[config.mk]
export PLATFORM = sky130hd
export DESIGN_NAME = psc_strap_capture
export DESIGN_NICKNAME = d
export VERILOG_FILES = /design/src/hdl/psc_pkg.sv /design/src/hdl/psc_strap_if.sv /design/src/hdl/psc_strap_capture.sv /design/src/hdl/psc_strap_sync.sv
export SDC_FILE = /design/constraint.sdc
export NUM_CORES = 1
export LEC_CHECK = 0
export BUFFER_PORTS_ARGS = -buffer_cell sky130_fd_sc_hd__buf_2
export CAP_MARGIN = 25
export CORE_ASPECT_RATIO = 1.2
export CORE_MARGIN = 8
export CORE_UTILIZATION = 25
export CTS_BUF_LIST = sky130_fd_sc_hd__clkbuf_16
export CTS_CLUSTER_DIAMETER = 200
export CTS_CLUSTER_SIZE = 10
export DETAILED_ROUTE_END_ITERATION = 10
export PLACE_DENSITY = 0.42
export SYNTH_ARGS = -nofsm -noshare
export SYNTH_HDL_FRONTEND = slang
export SYNTH_HIERARCHICAL = 1
export SYNTH_SLANG_ARGS = --single-unit
[constraint.sdc]
create_clock -name mclk -period 8.9 [get_ports mclk]
set_input_delay 0.89 -clock mclk [delete_from_list [all_inputs] [get_ports mclk]]
set_output_delay 0.89 -clock mclk [all_outputs]
set_load 0.01 [all_outputs]
[src/hdl/psc_pkg.sv]
// Package of constants and types for the power-on strap capture block
package psc_pkg;
    // ****************************************
    // Port addresses and register offsets
    // ****************************************
    localparam logic [15:0] IDX_PORT = 16'h0022;
    localparam logic [15:0] DATA_PORT = 16'h0023;
    localparam logic [7:0] OFS_CAPTURE0 = 8'h4A;
    localparam logic [7:0] OFS_CAPTURE1 = 8'h4B;
    localparam logic [7:0] OFS_CAPTURE2 = 8'h4C;
    localparam logic [7:0] OFS_HOST_CLK = 8'h5F;
    localparam logic [7:0] UNMAPPED_VAL = 8'hFF;
    localparam logic [7:0] IDX_RESET = 8'h00;
    // ****************************************
    // Strap pin positions on the memory data bus, bus width and synchroniser depth
    // ****************************************
    localparam int PIN_W = 64;
    localparam int SYNC_DEPTH = 3;
    localparam int PIN_DIV = 4;
    localparam int PIN_DIV_FAST = 17;
    localparam int PIN_RSV_HI = 23;
    localparam int PIN_CPU_X2 = 40;
    localparam int PIN_BUS_SEL = 44;
    // ****************************************
    // Decoded settings
    // ****************************************
    typedef enum logic [1:0] {PSC_DIV4, PSC_DIV3, PSC_DIV2} psc_pcidiv_t;
    typedef enum logic [1:0] {PSC_PLL_16_32, PSC_PLL_32_64, PSC_PLL_RSV} psc_pllrange_t;
    typedef enum logic [3:0] {
        PSC_HF_25, PSC_HF_50, PSC_HF_60, PSC_HF_66, PSC_HF_75,
        PSC_HF_82P5, PSC_HF_90, PSC_HF_100, PSC_HF_RSV
    } psc_hfreq_t;
    localparam logic [4:0] HC_25 = 5'h00;
    localparam logic [4:0] HC_50 = 5'h01;
    localparam logic [4:0] HC_60 = 5'h02;
    localparam logic [4:0] HC_66 = 5'h03;
    localparam logic [4:0] HC_75 = 5'h09;
    localparam logic [4:0] HC_82P5 = 5'h0E;
    localparam logic [4:0] HC_90 = 5'h13;
    localparam logic [4:0] HC_100 = 5'h19;
endpackage : psc_pkg

[src/hdl/psc_strap_if.sv]
// Interface carrying the captured strap bytes between capture and decode
`timescale 1ns/10ps
interface psc_strap_if;
    logic [7:0] capture0;
    logic [7:0] capture1;
    logic [7:0] capture2;
    logic [7:0] hostClockStrap;
    logic cpuX2;
    logic localBus;
    modport src (output capture0, capture1, capture2, hostClockStrap, cpuX2, localBus);
    modport dst (input capture0, capture1, capture2, hostClockStrap, cpuX2, localBus);
endinterface : psc_strap_if

[src/hdl/psc_strap_capture.sv]
// Power-on strap capture: sampling, index/data register port and clock decode
// Functional notes
// (RULE1) Register 4Ah holds pins 7..2 in bits 7..2; bits 1..0 reserved zero.
// (RULE2) Bits 7..6 of 4Ah pick PCI PLL range 16-32, 32-64, or reserved.
// (RULE3) Pin 5 low asynchronous, high synchronous memory and host clocks.
// (RULE4) PCI divisor: pin4 low /4; pin4 high gives /3, or /2 when pin17 high.
// (RULE5) Register 4Bh holds pins 11 and 10 in bits 3 and 2.
// (RULE6) Register 4Ch holds pin 23 in bit 5, pins 19..16 in bits 3..0.
// (RULE7) Register 5Fh holds pins 3,2,26,25,24 in bits 7..3.
// (RULE8) Five host clock bits select synthesizer frequency from eight codes.
// (RULE9) Pin 40 low gives CPU clock times one, high times two.
// (RULE10) Pin 44 low selects ISA bus, high selects local bus.
// (RULE11) Index port 0022h selects register, data port 0023h reads it.
// (RULE12) Board fits prescribed pulls on reserved straps.
// (RULE13) Straps stay stable during reset input low until reset output rises.
// (RULE14) Captured values freeze when reset output deasserts, until next reset.
`timescale 1ns/10ps
module psc_strap_capture
(
    input wire logic mclk,
    input wire logic sys_rst,
    input wire logic [psc_pkg::PIN_W-1:0] memory_data_pins,
    input wire logic system_reset_input_n,
    output logic system_reset_output_n,
    input wire logic ioWr,
    input wire logic ioRd,
    input wire logic [15:0] ioAddr,
    input wire logic [7:0] ioWdata,
    output logic [7:0] ioRdata,
    output logic ioRvalid,
    output psc_pkg::psc_pllrange_t pci_clock_pll,
    output psc_pkg::psc_pcidiv_t pci_clock_output,
    output logic memHostSync,
    output psc_pkg::psc_hfreq_t hostFreq,
    output logic cpuClockX2,
    output logic localBusSel
);
    psc_strap_if strapBus ();
    logic [psc_pkg::PIN_W-1:0] pinsSync;
    logic pinsStable;
    logic [2:0] rstSync;
    logic captureOpen;
    logic [7:0] indexReg;

    // ****************************************
    // Pin synchronisation
    // ****************************************
    psc_strap_sync uSync
    (
        .mclk(mclk),
        .sys_rst(sys_rst),
        .pinIn(memory_data_pins),
        .pinSync(pinsSync),
        .pinStable(pinsStable)
    );

    always_ff @(posedge mclk or posedge sys_rst)
    begin
        if (sys_rst)
            rstSync <= '0;
        else
            rstSync <= {rstSync[1:0], system_reset_input_n};
    end

    // ****************************************
    // Capture window
    // ****************************************
    // Window stays open while reset input is low and for four clock edges after it rises,
    // so the final sample is taken from straps the board still holds steady.
    always_ff @(posedge mclk or posedge sys_rst)
    begin
        if (sys_rst)
        begin
            captureOpen <= 1'b1;
            system_reset_output_n <= 1'b0;
        end
        else if (rstSync[2] == 1'b0 && rstSync[1] == 1'b0)
        begin
            captureOpen <= 1'b1;
            system_reset_output_n <= 1'b0;
        end
        else if (rstSync[2] == 1'b1 && rstSync[1] == 1'b1)
        begin
            captureOpen <= 1'b0; // RULE14
            system_reset_output_n <= ~captureOpen; // RULE13
        end
    end

    always_ff @(posedge mclk or posedge sys_rst)
    begin
        if (sys_rst)
        begin
            strapBus.capture0 <= '0;
            strapBus.capture1 <= '0;
            strapBus.capture2 <= '0;
            strapBus.hostClockStrap <= '0;
            strapBus.cpuX2 <= 1'b0;
            strapBus.localBus <= 1'b0;
        end
        else if (captureOpen && pinsStable) // RULE14
        begin
            strapBus.capture0 <= {pinsSync[7:2], 2'b00}; // RULE1
            strapBus.capture1 <= {4'h0, pinsSync[11:10], 2'b00}; // RULE5
            strapBus.capture2 <= {2'b00, pinsSync[psc_pkg::PIN_RSV_HI], 1'b0,
                pinsSync[19:16]}; // RULE6
            strapBus.hostClockStrap <= {pinsSync[3:2], pinsSync[26:24], 3'b000}; // RULE7
            strapBus.cpuX2 <= pinsSync[psc_pkg::PIN_CPU_X2]; // RULE9
            strapBus.localBus <= pinsSync[psc_pkg::PIN_BUS_SEL]; // RULE10
        end
    end

    // ****************************************
    // Index/data register port
    // ****************************************
    function automatic logic [7:0] regSelect(input logic [7:0] idx, input logic [7:0] s0,
        input logic [7:0] s1, input logic [7:0] s2, input logic [7:0] hc);
        unique case (idx)
            psc_pkg::OFS_CAPTURE0: regSelect = s0;
            psc_pkg::OFS_CAPTURE1: regSelect = s1;
            psc_pkg::OFS_CAPTURE2: regSelect = s2;
            psc_pkg::OFS_HOST_CLK: regSelect = hc;
            default: regSelect = psc_pkg::UNMAPPED_VAL;
        endcase
    endfunction : regSelect

    always_ff @(posedge mclk or posedge sys_rst)
    begin
        if (sys_rst)
            indexReg <= psc_pkg::IDX_RESET;
        else if (ioWr && ioAddr == psc_pkg::IDX_PORT)
            indexReg <= ioWdata; // RULE11
    end

    // Data port writes are ignored: every strap register is read-only
    always_ff @(posedge mclk or posedge sys_rst)
    begin
        if (sys_rst)
        begin
            ioRdata <= '0;
            ioRvalid <= 1'b0;
        end
        else
        begin
            ioRvalid <= ioRd && (ioAddr == psc_pkg::IDX_PORT || ioAddr == psc_pkg::DATA_PORT);
            if (ioRd && ioAddr == psc_pkg::DATA_PORT)
                ioRdata <= regSelect(indexReg, strapBus.capture0, strapBus.capture1,
                    strapBus.capture2, strapBus.hostClockStrap); // RULE11
            else if (ioRd && ioAddr == psc_pkg::IDX_PORT)
                ioRdata <= indexReg;
            else
                ioRdata <= '0;
        end
    end

    // ****************************************
    // Clock setting decode
    // ****************************************
    always_ff @(posedge mclk or posedge sys_rst)
    begin
        if (sys_rst)
        begin
            pci_clock_pll <= psc_pkg::PSC_PLL_16_32;
            pci_clock_output <= psc_pkg::PSC_DIV4;
            memHostSync <= 1'b0;
            cpuClockX2 <= 1'b0;
            localBusSel <= 1'b0;
        end
        else
        begin
            if (strapBus.capture0[7])
                pci_clock_pll <= psc_pkg::PSC_PLL_RSV; // RULE2
            else if (strapBus.capture0[6])
                pci_clock_pll <= psc_pkg::PSC_PLL_32_64;
            else
                pci_clock_pll <= psc_pkg::PSC_PLL_16_32;
            if (!strapBus.capture0[psc_pkg::PIN_DIV])
                pci_clock_output <= psc_pkg::PSC_DIV4; // RULE4
            else if (strapBus.capture2[1])
                pci_clock_output <= psc_pkg::PSC_DIV2;
            else
                pci_clock_output <= psc_pkg::PSC_DIV3;
            memHostSync <= strapBus.capture0[5]; // RULE3
            cpuClockX2 <= strapBus.cpuX2; // RULE9
            localBusSel <= strapBus.localBus; // RULE10
        end
    end

    always_ff @(posedge mclk or posedge sys_rst)
    begin
        if (sys_rst)
            hostFreq <= psc_pkg::PSC_HF_25;
        else
        begin
            unique case (strapBus.hostClockStrap[7:3]) // RULE8
                psc_pkg::HC_25: hostFreq <= psc_pkg::PSC_HF_25;
                psc_pkg::HC_50: hostFreq <= psc_pkg::PSC_HF_50;
                psc_pkg::HC_60: hostFreq <= psc_pkg::PSC_HF_60;
                psc_pkg::HC_66: hostFreq <= psc_pkg::PSC_HF_66;
                psc_pkg::HC_75: hostFreq <= psc_pkg::PSC_HF_75;
                psc_pkg::HC_82P5: hostFreq <= psc_pkg::PSC_HF_82P5;
                psc_pkg::HC_90: hostFreq <= psc_pkg::PSC_HF_90;
                psc_pkg::HC_100: hostFreq <= psc_pkg::PSC_HF_100;
                default: hostFreq <= psc_pkg::PSC_HF_RSV;
            endcase
        end
    end

    // ****************************************
    // Checks
    // ****************************************
    chk_frozen_after_release: assert property (@(posedge mclk) disable iff (sys_rst)
        (system_reset_output_n && $past(system_reset_output_n)) |-> $stable(strapBus.capture0)
        && $stable(strapBus.hostClockStrap)) else $error("strap changed after release"); // RULE14
    chk_reserved_low_zero: assert property (@(posedge mclk) disable iff (sys_rst)
        strapBus.capture0[1:0] == 2'b00 && strapBus.hostClockStrap[2:0] == 3'b000)
        else $error("reserved strap bits set"); // RULE1
    chk_strap_capture_1_layout: assert property (@(posedge mclk) disable iff (sys_rst)
        strapBus.capture1[7:4] == 4'h0 && strapBus.capture1[1:0] == 2'b00)
        else $error("capture1 reserved bits set"); // RULE5
    chk_strap_capture_2_layout: assert property (@(posedge mclk) disable iff (sys_rst)
        strapBus.capture2[7:6] == 2'b00 && strapBus.capture2[4] == 1'b0)
        else $error("capture2 reserved bits set"); // RULE6
    chk_pci_divisor: assert property (@(posedge mclk) disable iff (sys_rst)
        ##1 (pci_clock_output == psc_pkg::PSC_DIV4) == !$past(strapBus.capture0[4]))
        else $error("pci divisor mismatch"); // RULE4
    chk_pll_range: assert property (@(posedge mclk) disable iff (sys_rst)
        $past(strapBus.capture0[7:6]) == 2'b01 |-> pci_clock_pll == psc_pkg::PSC_PLL_32_64)
        else $error("pll range mismatch"); // RULE2
    chk_sync_follows: assert property (@(posedge mclk) disable iff (sys_rst)
        memHostSync == $past(strapBus.capture0[5])) else $error("sync select mismatch"); // RULE3
    chk_freq_100: assert property (@(posedge mclk) disable iff (sys_rst)
        $past(strapBus.hostClockStrap[7:3]) == psc_pkg::HC_100
        |-> hostFreq == psc_pkg::PSC_HF_100)
        else $error("host freq mismatch"); // RULE8
    chk_cpu_bus_sel: assert property (@(posedge mclk) disable iff (sys_rst)
        cpuClockX2 == $past(strapBus.cpuX2) && localBusSel == $past(strapBus.localBus))
        else $error("cpu or bus select mismatch"); // RULE9
    chk_index_read: assert property (@(posedge mclk) disable iff (sys_rst)
        (ioRd && ioAddr == psc_pkg::DATA_PORT && indexReg == psc_pkg::OFS_CAPTURE0)
        |=> ioRdata == $past(strapBus.capture0)) else $error("data port read wrong"); // RULE11
    cov_release: cover property (@(posedge mclk) disable iff (sys_rst)
        $rose(system_reset_output_n));
    cov_read_hclk: cover property (@(posedge mclk) disable iff (sys_rst)
        ioRd && ioAddr == psc_pkg::DATA_PORT && indexReg == psc_pkg::OFS_HOST_CLK);
    cov_div2: cover property (@(posedge mclk) disable iff (sys_rst)
        pci_clock_output == psc_pkg::PSC_DIV2);
endmodule : psc_strap_capture

[src/hdl/psc_strap_sync.sv]
// Three-stage synchroniser for the memory data pins
`timescale 1ns/10ps
module psc_strap_sync
(
    input wire logic mclk,
    input wire logic sys_rst,
    input wire logic [psc_pkg::PIN_W-1:0] pinIn,
    output logic [psc_pkg::PIN_W-1:0] pinSync,
    output logic pinStable
);
    logic [psc_pkg::PIN_W-1:0] stage [psc_pkg::SYNC_DEPTH];

    genvar g;
    generate
        for (g = 0; g < psc_pkg::SYNC_DEPTH; g++)
        begin : gStage
            // Split by generate so the first stage never names a stage below zero
            if (g == 0)
            begin : gFirst
                always_ff @(posedge mclk or posedge sys_rst)
                begin
                    if (sys_rst)
                        stage[g] <= '0;
                    else
                        stage[g] <= pinIn;
                end
            end
            else
            begin : gNext
                always_ff @(posedge mclk or posedge sys_rst)
                begin
                    if (sys_rst)
                        stage[g] <= '0;
                    else
                        stage[g] <= stage[g-1];
                end
            end
        end
    endgenerate

    // Value counts only once the second and third stages agree
    assign pinSync = stage[2];
    assign pinStable = (stage[1] == stage[2]);
endmodule : psc_strap_sync

==> results of run 1 <==
power by group through the flow:
stage                     Combinational (mW)  Sequential, mW  Clock, mW
after floorplan                       0.0463            1.19          0
after global placement                0.0743            1.20          0
after detailed placement              0.0775            1.20          0
after CTS                             0.0778            1.18       1.03
after global routing                  0.0861            1.18       1.07
final                                 0.0738            1.18      0.975
metrics by stage:
stage | util | hold slack, ns | setup WS (ns) | total power, mW
floorplan | - | 0.331 | 2.78 | 1.24
global placement | 0.281 | 0.334 | 6.25 | 1.27
detailed placement | 0.282 | 0.335 | 6.18 | 1.28
CTS | 0.307 | 0.343 | 6.18 | 2.28
global route | 0.307 | 0.347 | 6.06 | 2.34
finish | 0.307 | 0.342 | 6.30 | 2.23
cells in the final DEF, fill, tap and decap left out, types with 2 or more instances in the layout:
cell	n
a211oi_1	4
a21oi_1	3
a311oi_1	4
and3_1	3
buf_2	113
buf_4	2
clkbuf_16	29
dfrtp_1	242
inv_1	15
mux2_2	27
nand2_1	11
nand2b_1	3
nand3_1	10
nand4_1	4
nor2_1	11
nor2b_1	2
nor3_1	4
nor3b_1	2
nor4_1	18
nor4_4	2
o21ai_0	3
o31ai_1	2
xor2_1	64
worst paths after layout:
path | startpoint | cells after the start | endpoint | slack, ns
worst max register to register | uSync/stage[98] | 6 | strapBus.capture0[7] | 6.30
max in group asynchronous | sys_rst | 3 | uSync/stage[75] | 6.90
worst min register to register | uSync/stage[140] | 0 | uSync/stage[76] | 0.34
worst max-delay path | uSync/stage[98] | 6 | strapBus.capture0[7] | 6.30
min in group asynchronous | sys_rst | 2 | localBusSel | 0.46
worst min-delay path | uSync/stage[140] | 0 | uSync/stage[76] | 0.34
state kept, by name, indices dropped and copies added, names as in the netlist, 2 cells and up:
register	flops
pci_clock_pll	2
strapBus.capture2	5
rstSync	3
strapBus.capture1	2
ioRdata	8
strapBus.hostClockStrap	4
pci_clock_output	2
indexReg	8
strapBus.capture0	5
uSync/pinSync	64
hostFreq	4
uSync/stage	128
worst max-delay path: cells and delay by family, from the launching register on:
kind / cells / cell delay [ns]
xor+xnor: 1 / 0.14
mux: 1 / 0.46
simple gates: 4 / 1.49
flops: 1 / 0.38
area by class of cell:
| cell class | instances | share of cell area |
|---|---|---|
| Clock buffer | 29 | 0.0763 |
| Clock inverter | 12 | 0.00526 |
| Inverter | 6 | 0.00316 |
| Multi-Input combinational cell | 192 | 0.160 |
| Sequential cell | 243 | 0.640 |
| Tap cell | 401 | 0.0528 |
| Timing Repair Buffer | 116 | 0.0632 |
routing by layer:
layer	track usage	routed length [µm]	vias to the layer above
met2	0.130	6990	139
met1	0.102	6200	1951
li1	-	-	1792
met3	0.0248	1200	33
met4	0.0313	397	0
met5	0	0	-
==> flow_metrics.env, run 1 <==
export IMPL_p_leak_nw=4.47
export IMPL_period_share=0.292
export IMPL_ir_drop_mv=0.122
export IMPL_syn_area_per_cell_um2=16.7
export IMPL_placedCellCount=958
export IMPL_min_period_ns=2.60
export IMPL_cts_clk_slew_worst_paths_ns=0.06
export IMPL_die_w_um=177
export IMPL_crit_type="flop to flop"
export IMPL_htreeDepth=1
export IMPL_wl_um=14800
export IMPL_worstMarginPinSlew_ns=0.870
export IMPL_antenna_found_initial=0
export IMPL_clkPwrFrac=0.438
export IMPL_ant_nets=0
export IMPL_grt_pass1_vias=4449
export IMPL_instances_no_fill=999
export IMPL_gp_congestion=0.689
export IMPL_critPathMaxStageDelay_ns=0.52
export IMPL_syn_inst=468
export IMPL_cp_end_kind="flop"
export IMPL_ys_warnings_count=6
export IMPL_syn2layout_area_growth_pct=22.0
export IMPL_power_density_nw_per_um2=234
export IMPL_wl_per_cell_um=14.8
export IMPL_intPower_mw=1.76
export IMPL_hold_viol_final=0
export IMPL_pwr_share_comb=0.033
export IMPL_gr_total_overflow=0
export IMPL_clock_fmax_ghz=0.384
export IMPL_viasPerCell=3.92
export IMPL_syn_nets=562
export IMPL_cts_resized=0
export IMPL_dp_hpwl_um=10500
export IMPL_worstSkewPairLatency_ns=0.52
export IMPL_numCtsBuffers=28
export IMPL_drv_slew=0
export IMPL_clk_path_buf_depth=3
export IMPL_hold_path_class="flop to flop"
export IMPL_drtIter0Drc=162
export IMPL_place_area_um2=8730
export IMPL_cts_hold_buf=0
export IMPL_first_pass_iters=4
export IMPL_stdcell_area_um2=9510
export IMPL_path_max_fanout=18
export IMPL_setup_tns_final_ns=0
export IMPL_start_util=0.251
export IMPL_p_sw_uw=467
export IMPL_nFillCells=3066
export IMPL_core_um2=31000
export IMPL_fin_worst_skew_ns=0.0129
export IMPL_tritoncts="yes"
export IMPL_cts_setup_buffers=0
export IMPL_die_area_um2=37100
export IMPL_cap_violations=0
export IMPL_drive_above_1_share=0.304
export IMPL_portBuffers=113
export IMPL_required_ns=9.29
export IMPL_slew_headroom=0.420
export IMPL_regArea_um2=6080
export IMPL_grt_pass1_wl_um=24200
export IMPL_pwr_share_seq=0.529
export IMPL_cp_arrival_ns=2.99
export IMPL_grt_total_usage=0.0817
export IMPL_finalSetupViolCount=0
export IMPL_ioPinCount=114
export IMPL_clock_sinks=243
export IMPL_cts_root_buf="clkbuf_16"
export IMPL_drc_errors=0
export IMPL_vias=3915
export IMPL_switching_share=0.210
export IMPL_crit_chain="xor2_1 > nor4_1 > nand4_1 > nor4_2 > nand2_1 > mux2_2"
export IMPL_slowest_stage="nor4_1"
export IMPL_cp_start_kind="flop"
export IMPL_nNetsFinal=681
export IMPL_grt_max_degree=122
export IMPL_status="finished, final reports clean"
export IMPL_syn_area_um2=7800
export IMPL_grt_setup_unrepaired="false"
export IMPL_fp_dieH_um=209
export IMPL_rows=71
export IMPL_multi_input_area_um2=1520
export IMPL_diodes=0
(Power assumes the default switching activity.)
==> run 2: changes to the inputs <==
- PLACE_DENSITY: 0.42 -> 0.44
- clock period: 8.9 -> 2.3 ns (I/O delays scaled with it)
==> run 2 against run 1 <==
Compared with the run above: sequential share of layout area decreased by 4.9 points; setup slack worse by 6.1 ns; final cell count increased by 7.6%; clock skew grew 0.00088 ns; worst hold slack got worse by 0.28 ns; clock power grew to 3.9 times the previous value; flip-flop and latch count is the same; wire length grew 1.9%; design area increased by 8.4%; critical path type unchanged; highest routed layer is now met5.
==> flow_metrics.env, run 2 (synthesis results as in run 1) <==
export IMPL_die_area_um2=37100
export IMPL_worstMarginPinSlew_ns=0.760
export IMPL_cts_root_buf="clkbuf_16"
export IMPL_cp_start_kind="flop"
export IMPL_drtIter0Drc=162
export IMPL_gp_congestion=0.707
export IMPL_status="finished, final reports clean"
export IMPL_largest_reg_flops=128
export IMPL_viasPerCell=3.91
export IMPL_drv_slew=0
export IMPL_hold_viol_final=0
export IMPL_cap_violations=0
export IMPL_fp_dieH_um=209
export IMPL_diodes=0
export IMPL_stdcell_area_um2=10300
export IMPL_die_w_um=177
export IMPL_antenna_found_initial=1
export IMPL_wl_um=15100
export IMPL_rows=71
export IMPL_drive_above_1_share=0.280
export IMPL_final_common_cell="dfrtp_1"
export IMPL_start_util=0.251
export IMPL_tritoncts="yes"
export IMPL_slew_headroom=0.494
export IMPL_ir_drop_mv=0.483
export IMPL_instances_no_fill=1075
export IMPL_crit_type="flop to flop"
export IMPL_vias=4203
export IMPL_min_period_ns=2.07
export IMPL_top_register="uSync/stage"
export IMPL_gr_total_overflow=0
export IMPL_numCtsBuffers=28
export IMPL_p_leak_nw=4.80
export IMPL_required_ns=2.71
export IMPL_grt_setup_unrepaired="false"
export IMPL_drc_errors=0
export IMPL_ioPinCount=114
export IMPL_final_cell_mix="dfrtp_1, buf_2, dlygate4sd3_1, xor2_1, clkbuf_16"
export IMPL_fin_worst_skew_ns=0.0138
export IMPL_cp_arrival_ns=2.48
export IMPL_portBuffers=113
export IMPL_worstSkewPairLatency_ns=0.53
export IMPL_grt_max_degree=133
export IMPL_core_um2=31000
export IMPL_first_pass_iters=4
export IMPL_ant_nets=0
export IMPL_syn2layout_area_growth_pct=32.2
export IMPL_hold_path_class="input port to flop"
export IMPL_clock_sinks=243
export IMPL_placedCellCount=960
export IMPL_grt_total_usage=0.0850
export IMPL_cts_setup_buffers=0
export IMPL_grt_pass1_wl_um=25500
export IMPL_period_share=0.902
export IMPL_finalSetupViolCount=0
export IMPL_htreeDepth=1
export IMPL_grt_pass1_vias=4903
export IMPL_clock_fmax_ghz=0.482
export IMPL_power_density_nw_per_um2=847
export IMPL_wl_per_cell_um=14.0
export IMPL_cts_clk_slew_worst_paths_ns=0.06
export IMPL_nNetsFinal=757
export IMPL_dp_hpwl_um=10300
export IMPL_place_area_um2=8760
export IMPL_cp_end_kind="flop"
export IMPL_path_max_fanout=18
export IMPL_clk_path_buf_depth=3
## run 2: changes by cell type in the layout (fill, tap and decap cells not counted), sizes merged
cell	before	now
dlygate4sd3	0	74
buf	116	118
clkinvlp	0	1
inv	18	17
## run 2: path summary, 6_finish.rpt
path	start	end	slack [ns]	depth (start not counted)
worst max-delay path	uSync/stage[105]	strapBus.capture2[2]	0.23	7
worst min-delay path	ioAddr[0]	ioRdata[4]	0.06	3
worst max register to register	uSync/stage[105]	strapBus.capture2[2]	0.23	7
worst min register to register	uSync/stage[165]	uSync/stage[101]	0.34	0
max in group asynchronous	sys_rst	uSync/pinSync[42]	1.22	4
min in group asynchronous	sys_rst	uSync/pinSync[44]	0.47	4
## run 2: routing by layer
layer	routed length [µm]	vias up	track usage
li1	-	1950	-
met1	6250	2067	0.104
met2	7000	140	0.136
met3	1330	44	0.0270
met4	481	2	0.0372
met5	13	-	0
## run 2: area by class of cell
class / count / area (µm²)
clock buffer: 29 / 726
clock inverter: 12 / 50.0
fill: 2980 / 20700
inverter: 6 / 26.3
multi-input combinational: 192 / 1550
sequential: 243 / 6080
tap: 401 / 502
timing repair buffer: 192 / 1370
## run 2: timing repair
action	4_1_cts	5_1_grt
pin swaps	1	4
gates resized for setup	1	4
hold buffers	74	0
endpoints found under the hold margin	233	0
setup endpoints to repair	18	18
## run 2: worst max-delay path, stage by stage (launching register included)
cell	delay [ns]
dfrtp_1	0.39
xor2_1	0.15
nor4_1	0.36
nand4_1	0.23
nor4_2	0.27
nand2_1	0.12
buf_12	0.17
mux2_2	0.27
## run 2: per-stage QoR
step / hold slack, ns / TNS, ns / worst slack [ns] / util / total power, mW
4_1_cts: 0.0176 / 0 / 0.0106 / 0.332 / 8.97
2_1_floorplan: 0.261 / -78.04 / -0.406 / - / 4.78
3_3_place_gp: 0.335 / -1.94 / -0.110 / 0.282 / 4.92
5_1_grt: 0.0406 / 0 / 0.00283 / 0.332 / 9.18
6_report: 0.0589 / 0 / 0.226 / 0.332 / 8.73
3_5_place_dp: 0.335 / -1.01 / -0.0621 / 0.282 / 4.93
## run 2: power breakdown
part	leakage, nW	internal, mW	switching (mW)
Sequential	2.94	4.46	0.0956
Clock	0.420	2.22	1.56
Combinational	1.44	0.207	0.179
